**config.mk**
```make
export PLATFORM = sky130hd
export DESIGN_NAME = gpd_port
export DESIGN_NICKNAME = d
export VERILOG_FILES = /design/src/logic/gpd_pkg.sv /design/src/logic/gpd_port.sv
export SDC_FILE = /design/constraint.sdc
export NUM_CORES = 1
export LEC_CHECK = 0
export BUFFER_PORTS_ARGS = -buffer_cell sky130_fd_sc_hd__buf_4
export CAP_MARGIN = 20
export CORE_ASPECT_RATIO = 0.8
export CORE_MARGIN = 2
export CORE_UTILIZATION = 50
export DETAILED_ROUTE_END_ITERATION = 6
export PLACE_DENSITY = 0.94
export SLEW_MARGIN = 20
export SYNTH_ARGS = -nofsm -noshare
export SYNTH_HDL_FRONTEND = slang
export SYNTH_SLANG_ARGS = --single-unit
```
**constraint.sdc**
```tcl
create_clock -name i_clk -period 4.8 [get_ports i_clk]
set_clock_uncertainty 0.15 [all_clocks]
set_input_delay 0.96 -clock i_clk [delete_from_list [all_inputs] [get_ports i_clk]]
set_output_delay 0.96 -clock i_clk [all_outputs]
set_load 0.005 [all_outputs]
```
**src/logic/gpd_pkg.sv**
```systemverilog
// constants for the gpio port data control block
package gpd_pkg;
  localparam int          PIN_COUNT       = 8;
  localparam int          ADDR_W          = 10;
  localparam int          MASK_LSB        = 2;
  localparam int          MASK_MSB        = 9;
  localparam logic [9:0]  ADDR_DATA_BASE  = 10'h000;
  localparam logic [9:0]  ADDR_DATA_LAST  = 10'h3fc;
  localparam logic [7:0]  DEF_ZERO        = 8'h00;
  localparam logic [1:0]  DRIVE_2MA       = 2'h0;
  localparam logic [1:0]  DRIVE_4MA       = 2'h1;
  localparam logic [1:0]  DRIVE_8MA       = 2'h2;
  localparam logic [15:0] DEF_DRIVE       = 16'h0000;
endpackage

```
**src/logic/gpd_port.sv**
```systemverilog
// one gpio port: direction, masked data access, pad settings, pin interrupts
// How it works
// - pins reset undriven, pad bits cleared except pull-up and input enable on debug pins
// - debug pins reset to debug function
// - any reset restores all pin defaults
// - direction 0 captures pin level into data
// - direction 1 drives data bit onto pin when alt function is off; open-drain pins drive only a 0 and release a 1
// - address bits 9:2 mask data access
// - data storage aliases across 256 words
// - write changes only mask-selected bits
// - read returns zero for unmasked bits
// - one reusable block, instanced per port
// - edge interrupt rising, falling or both
// - level interrupt while high or low
// - per-pin pull, drive, open-drain, input enable
// - all unmasked pin interrupts merged into one output
// - clear write of one clears latch
// - raw status unmasked, masked status gated
`timescale 1ns/100ps
module gpd_port #(
  parameter logic [7:0] DEBUG_PINS = 8'h00
) (
  // clock and reset
  input  wire logic                          i_clk,
  input  wire logic                          i_arst_n,
  // data register access
  input  wire logic                          i_data_wr,
  input  wire logic                          i_data_rd,
  input  wire logic [gpd_pkg::ADDR_W-1:0]    i_data_addr,
  input  wire logic [gpd_pkg::PIN_COUNT-1:0] i_data_wdata,
  output logic      [gpd_pkg::PIN_COUNT-1:0] o_data_rdata,
  // configuration
  input  wire logic                          i_cfg_we,
  input  wire logic [gpd_pkg::PIN_COUNT-1:0] i_dir,
  input  wire logic [gpd_pkg::PIN_COUNT-1:0] i_alt_function_select,
  input  wire logic [gpd_pkg::PIN_COUNT-1:0] i_digital_input_enable,
  input  wire logic [gpd_pkg::PIN_COUNT-1:0] i_pull_up_enable,
  input  wire logic [gpd_pkg::PIN_COUNT-1:0] i_pull_down_enable,
  input  wire logic [gpd_pkg::PIN_COUNT-1:0] i_open_drain_enable,
  input  wire logic [2*gpd_pkg::PIN_COUNT-1:0] i_drive_sel,
  input  wire logic [gpd_pkg::PIN_COUNT-1:0] i_slew_enable,
  // interrupt configuration
  input  wire logic [gpd_pkg::PIN_COUNT-1:0] i_irq_sense_level,
  input  wire logic [gpd_pkg::PIN_COUNT-1:0] i_irq_both_edges,
  input  wire logic [gpd_pkg::PIN_COUNT-1:0] i_irq_event_high,
  input  wire logic [gpd_pkg::PIN_COUNT-1:0] i_irq_mask,
  input  wire logic                          i_irq_clear_we,
  input  wire logic [gpd_pkg::PIN_COUNT-1:0] i_irq_clear_reg,
  // pins
  input  wire logic [gpd_pkg::PIN_COUNT-1:0] i_pin,
  output logic      [gpd_pkg::PIN_COUNT-1:0] o_pin,
  output logic      [gpd_pkg::PIN_COUNT-1:0] o_pin_oe,
  // pad settings shown
  output logic      [gpd_pkg::PIN_COUNT-1:0] o_pin_direction_reg,
  output logic      [gpd_pkg::PIN_COUNT-1:0] o_alt_function_select,
  output logic      [gpd_pkg::PIN_COUNT-1:0] o_digital_input_enable,
  output logic      [gpd_pkg::PIN_COUNT-1:0] o_pull_up_enable,
  output logic      [gpd_pkg::PIN_COUNT-1:0] o_pull_down_enable,
  output logic      [gpd_pkg::PIN_COUNT-1:0] o_open_drain_enable,
  output logic      [2*gpd_pkg::PIN_COUNT-1:0] o_drive_sel,
  output logic      [gpd_pkg::PIN_COUNT-1:0] o_slew_enable,
  // interrupt status
  output logic      [gpd_pkg::PIN_COUNT-1:0] o_raw_irq_status,
  output logic      [gpd_pkg::PIN_COUNT-1:0] o_masked_irq_status,
  output logic                               o_irq
);
  import gpd_pkg::*;

  logic [PIN_COUNT-1:0]   dir_reg, dir_next;
  logic [PIN_COUNT-1:0]   afs_reg, afs_next;
  logic [PIN_COUNT-1:0]   den_reg, den_next;
  logic [PIN_COUNT-1:0]   pu_reg, pu_next;
  logic [PIN_COUNT-1:0]   pd_reg, pd_next;
  logic [PIN_COUNT-1:0]   od_reg, od_next;
  logic [2*PIN_COUNT-1:0] drv_reg, drv_next;
  logic [PIN_COUNT-1:0]   slr_reg, slr_next;
  logic [PIN_COUNT-1:0]   sync1_reg, sync2_reg, prev_reg;
  logic [PIN_COUNT-1:0]   out_reg, out_next;
  logic [PIN_COUNT-1:0]   rdata_reg, rdata_next;
  logic [PIN_COUNT-1:0]   latch_reg, latch_next;
  logic [PIN_COUNT-1:0]   data_view, mask, raw;
  logic                   in_range;
  logic [PIN_COUNT-1:0]   slew_ok;
  logic [2:0]             arm_reg;

  // configuration registers
  always_comb begin
    dir_next = dir_reg;
    afs_next = afs_reg;
    den_next = den_reg;
    pu_next  = pu_reg;
    pd_next  = pd_reg;
    od_next  = od_reg;
    drv_next = drv_reg;
    slr_next = slr_reg;
    if (i_cfg_we) begin
      dir_next = i_dir;
      afs_next = i_alt_function_select;
      den_next = i_digital_input_enable;
      pu_next  = i_pull_up_enable;
      pd_next  = i_pull_down_enable;
      od_next  = i_open_drain_enable;
      drv_next = i_drive_sel;
      slr_next = i_slew_enable & slew_ok;
    end
  end

  always_ff @(posedge i_clk or negedge i_arst_n) begin
    if (!i_arst_n) begin
      dir_reg <= DEF_ZERO;
      afs_reg <= DEF_ZERO | DEBUG_PINS;
      den_reg <= DEF_ZERO | DEBUG_PINS;
      pu_reg  <= DEF_ZERO | DEBUG_PINS;
      pd_reg  <= DEF_ZERO;
      od_reg  <= DEF_ZERO;
      drv_reg <= DEF_DRIVE;
      slr_reg <= DEF_ZERO;
    end else begin
      dir_reg <= dir_next;
      afs_reg <= afs_next;
      den_reg <= den_next;
      pu_reg  <= pu_next;
      pd_reg  <= pd_next;
      od_reg  <= od_next;
      drv_reg <= drv_next;
      slr_reg <= slr_next;
    end
  end

  // two-stage input synchroniser
  always_ff @(posedge i_clk or negedge i_arst_n) begin
    if (!i_arst_n) begin
      sync1_reg <= DEF_ZERO;
      sync2_reg <= DEF_ZERO;
      prev_reg  <= DEF_ZERO;
      arm_reg   <= 3'h0;
    end else begin
      sync1_reg <= i_pin;
      sync2_reg <= sync1_reg;
      prev_reg  <= sync2_reg;
      // edges held off until prev_reg holds a real pin level, no false edge after reset
      arm_reg   <= {arm_reg[1:0], 1'b1};
    end
  end

  // data path with address mask
  assign mask      = i_data_addr[MASK_MSB:MASK_LSB];
  assign in_range  = (i_data_addr >= ADDR_DATA_BASE) && (i_data_addr <= ADDR_DATA_LAST);
  assign data_view = (dir_reg & out_reg) | (~dir_reg & sync2_reg);

  always_comb begin
    out_next   = out_reg;
    rdata_next = rdata_reg;
    if (i_data_wr && in_range) begin
      out_next = (out_reg & ~mask) | (i_data_wdata & mask);
    end
    if (i_data_rd && in_range) begin
      rdata_next = data_view & mask;
    end
  end

  always_ff @(posedge i_clk or negedge i_arst_n) begin
    if (!i_arst_n) begin
      out_reg   <= DEF_ZERO;
      rdata_reg <= DEF_ZERO;
    end else begin
      out_reg   <= out_next;
      rdata_reg <= rdata_next;
    end
  end

  // slew limiting only takes effect on 8 mA pads
  for (genvar s = 0; s < PIN_COUNT; s++) begin : g_slew
    assign slew_ok[s] = (i_drive_sel[2*s +: 2] == DRIVE_8MA);
  end

  // interrupt detection per pin
  genvar g;
  generate
    for (g = 0; g < PIN_COUNT; g++) begin : g_irq
      logic rise, fall, edge_hit;
      assign rise     = sync2_reg[g] & ~prev_reg[g];
      assign fall     = ~sync2_reg[g] & prev_reg[g];
      assign edge_hit = arm_reg[2] & (i_irq_both_edges[g] ? (rise | fall)
                      : (i_irq_event_high[g] ? rise : fall));
      always_comb begin
        latch_next[g] = latch_reg[g];
        if (i_irq_clear_we && i_irq_clear_reg[g]) begin
          latch_next[g] = 1'b0;
        end
        if (!i_irq_sense_level[g] && edge_hit) begin
          latch_next[g] = 1'b1; // set wins over clear
        end
        raw[g] = i_irq_sense_level[g]
               ? (sync2_reg[g] == i_irq_event_high[g])
               : latch_reg[g];
      end
    end
  endgenerate

  always_ff @(posedge i_clk or negedge i_arst_n) begin
    if (!i_arst_n) begin
      latch_reg <= DEF_ZERO;
    end else begin
      latch_reg <= latch_next;
    end
  end

  // outputs
  assign o_pin                  = out_reg;
  assign o_pin_oe               = dir_reg & ~afs_reg & (~od_reg | ~out_reg);
  assign o_data_rdata           = rdata_reg;
  assign o_pin_direction_reg    = dir_reg;
  assign o_alt_function_select  = afs_reg;
  assign o_digital_input_enable = den_reg;
  assign o_pull_up_enable       = pu_reg;
  assign o_pull_down_enable     = pd_reg;
  assign o_open_drain_enable    = od_reg;
  assign o_drive_sel            = drv_reg;
  assign o_slew_enable          = slr_reg;
  assign o_raw_irq_status       = raw;
  assign o_masked_irq_status    = raw & i_irq_mask;
  assign o_irq                  = |(raw & i_irq_mask);
endmodule

```
==> results by group <==
Clock tree
  • Hold_buf cts: 0
  • # clock sinks: ~120
  • CTS buffer count: 17
  • H-tree levels: 4
  • Clock buffer depth: 2
  • Number of post-CTS setup repair buffers: 0
  • PostCTS Resize Cnt: 0
  • Root Buffer: clkbuf_16
  • CTS tree: built
  • Worst-Skew Late Latency: 400 ps
  • Clock transition at path regs: roughly 50 ps

Placement
  • DP HPWL: between 10,000 and 15,000 um
  • IO buf count: 256
  • Pre-CTS setup slack: approximately 1000 ps
  • DP Cell Count: 808
  • GPL Wtd Cong: 0.830

Synthesis
  • Ys Warns: 0
  • Net count after synthesis: ~590
  • Avg Inst Size Synth: 12.4 sq um
  • Post-synth top area share: 0.586
  • Cell count after synthesis: between 400 and 500
  • Synth area leader: dfrtp_1
  • Synth unique cells: 28
  • Seq/Total Area, Yosys: 0.586
  • Main combinational cell family by area after synthesis: multiplexers
  • Post-synthesis mux area share: 0.154
  • Post-Synth XOR/XNOR Area: 0.0133
  • Synth Area in Compound Gates: 0.0877
  • Simple-gate share of the synthesized area: 0.0805
  • Top cells by area, synth: dfrtp_1, mux2_2, ha_1
  • Post-Syn Area: between 0.005 and 0.006 sq mm
  • Post-synthesis register bit count: about 120
  • Adder-cell share of the synthesized area: 0.0381

Final layout
  • Commonest non-fill, non-tap cell in the layout: buf_4
  • NumNets Final: approximately 850
  • Multi-input gate area: just under 0.002 sq mm
  • Commonest cells after routing, fill and taps aside: buf_4, dfrtp_1, mux2_2, inv_1, nand2_1
  • Max reg flops: 16
  • ANT cells: 0
  • Layout Utilization: 0.778
  • Area Overhead vs Synth: 51.6%
  • Share of layout cells above drive strength 1: 0.526
  • Final Non-Filler Cells: 840
  • Storage cell area: around 0.0031 sq mm
  • Fillers: 664

Drt
  • Average routed wire per standard cell: ~18 um
  • Via count: approximately 4,300
  • First-pass iteration count of the detailed router: 4
  • Antenna viol nets, final: 0
  • Drt total wl: ~15,000 um
  • Initial drt markers: ~190
  • # DRC: 0
  • Vias per cell: 5.15

Power
  • Max VDD drop: around 310 uV
  • Leak: 3.95 nW
  • Pwr per Cell Area: 387 mW/mm^2
  • Overall Power: between 3 and 4 mW

Critical path
  • Worst path top cell family by delay: simple AND/OR/NAND/NOR gates
  • Crit path depth: 6
  • CP startpoint: i_irq_event_high[5]
  • CP Buf/Inv Count: 2
  • Max FO, Critical Path: 3
  • Crit path kind: in2out
  • Critical R2R Launch: sync2_reg[5]$_DFF_PN0_
  • Worst path slowest cell: or4_1
  • Worst-path cell chain: buf_4 > xnor2_1 > a31o_1 > or4_1 > or4b_1 > buf_4
  • Worst Path Required: around 3700 ps
  • Cell mode on critical path: buf_4
  • Max stage delay on crit path: approximately 540 ps
  • Worst endpoint data arrival time: ~2700 ps
  • R2r worst-path depth: 6
  • Reg2Reg Setup Slack: between 3000 and 4000 ps
  • Reg2reg end: latch_reg[5]$_DFFE_PN0P_
  • Crit. End Element: primary output
  • CP endpoint: o_irq
  • Crit start category: input pin

STA
  • Final max-slew violation count: 0
  • Slew headroom: 0.362
  • Worst-margin pin slew: between 900 and 1000 ps
  • Fmax: around 270 MHz
  • Setup TNS: 0 ps
  • Tcrit/Tclk final: 0.786
  • Final worst path period need: around 3800 ps
  • # setup viols final: 0
  • Hold Vio Cnt, Final: 0
  • Setup WS post-layout: slightly above 1000 ps
  • RSZ-0062 raised after global routing: no

Global route
  • Pin count of the biggest net entering global routing: just under 90
  • GRT Util Overall: 0.261
  • Initial antenna violation count: 0
  • First-pass GRT wire length: around 23,000 um
  • Overflow left after global routing: 0
  • Vias in the first global route: 4,603

Floorplan
  • Io pins: between 200 and 300
  • Die Y: between 90 and 100 um
  • Placeable Area: about 0.01 sq mm
  • Initial Utilization: 0.513
  • Die Wd: about 120 um
  • Row count: 33
  • Die area: 0.0113 sq mm

Status
  • Status: completed

Job
  • Number of max-cap violations: 0

Hold path
  • Min-delay worst type: reg2reg
-- worst register-to-register path: cells and delay by family (launching register included) --
family / cells / cell delay [ps]
DFF: 1 / 420
and+or+nand+nor: 1 / 160
buffers and inverters: 1 / 90
AOI/OAI and AO/OA: 3 / 510
adders and majority gates: 1 / 190
-- per-stage QoR --
step	hold slack, ps	cell area (sq um)
6_report	197	7960
5_1_grt	199	7960
4_1_cts	197	7960
3_5_place_dp	185	7310
3_3_place_gp	181	7310
2_1_floorplan	181	5250
-- power by group --
part	switching (mW)	internal (mW)
sequential	0.0760	1.13
combinational	0.186	0.295
clock	0.466	0.925
-- per-layer routing --
layer / track usage / vias to the layer above / routed length (um)
met5: 0 / - / 0
met4: 0.0952 / 0 / 265
met3: 0.0825 / 25 / 1050
met2: 0.487 / 193 / 8020
met1: 0.280 / 2103 / 5600
li1: - / 2003 / -
-- worst min path at each step --
stage / start / end / slack, ps / cells past startpoint
final: arm_reg[0]$_DFF_PN0_ / arm_reg[1]$_DFF_PN0_ / 200 / 0
after floorplan: arm_reg[0]$_DFF_PN0_ / arm_reg[1]$_DFF_PN0_ / 180 / 0
after global placement: sync1_reg[4]$_DFF_PN0_ / sync2_reg[4]$_DFF_PN0_ / 180 / 0
after global routing: sync1_reg[4]$_DFF_PN0_ / sync2_reg[4]$_DFF_PN0_ / 200 / 0
after detailed placement: arm_reg[0]$_DFF_PN0_ / arm_reg[1]$_DFF_PN0_ / 180 / 0
after CTS: arm_reg[0]$_DFF_PN0_ / arm_reg[1]$_DFF_PN0_ / 200 / 0
-- synthesized netlist by cell type --
cell,instances
dfrtp_1,123
or4_1,1
and3b_1,6
o31ai_1,1
nand2_1,40
o21ai_0,32
a32o_1,8
clkbuf_1,10
a31o_2,5
nand4_1,2
and2_1,2
a211oi_1,16
inv_1,40
a21oi_1,8
mux2_2,72
or3_1,1
nand4b_1,8
nand3_1,8
nor2b_1,6
xnor2_1,8
conb_1,1
ha_1,16
buf_1,5
and2b_2,1
a31o_1,1
nor2_1,2
or4b_1,1
and2b_1,1
-- cells by family (layout without fill, tap and decap cells) --
group                      Yosys count  count (layout)
adders and majority gates           16              16
DFF                                123             123
buffers and inverters               55             330
xor gates and xnor gates             8               8
other                                1               1
AOI/OAI and AO/OA                   71              71
muxes                               72              72
and+or+nand+nor                     79              79
-- layout make-up --
cell class / count / share of cell area
sequential: 123 / 0.387
inverter: 40 / 0.0189
clock buffer: 18 / 0.0539
timing repair buffer: 258 / 0.243
multi-input combinational: 247 / 0.248
tap: 140 / 0.0220
clock inverter: 14 / 0.0277
Note: power is estimated with default switching activity, not from simulation.
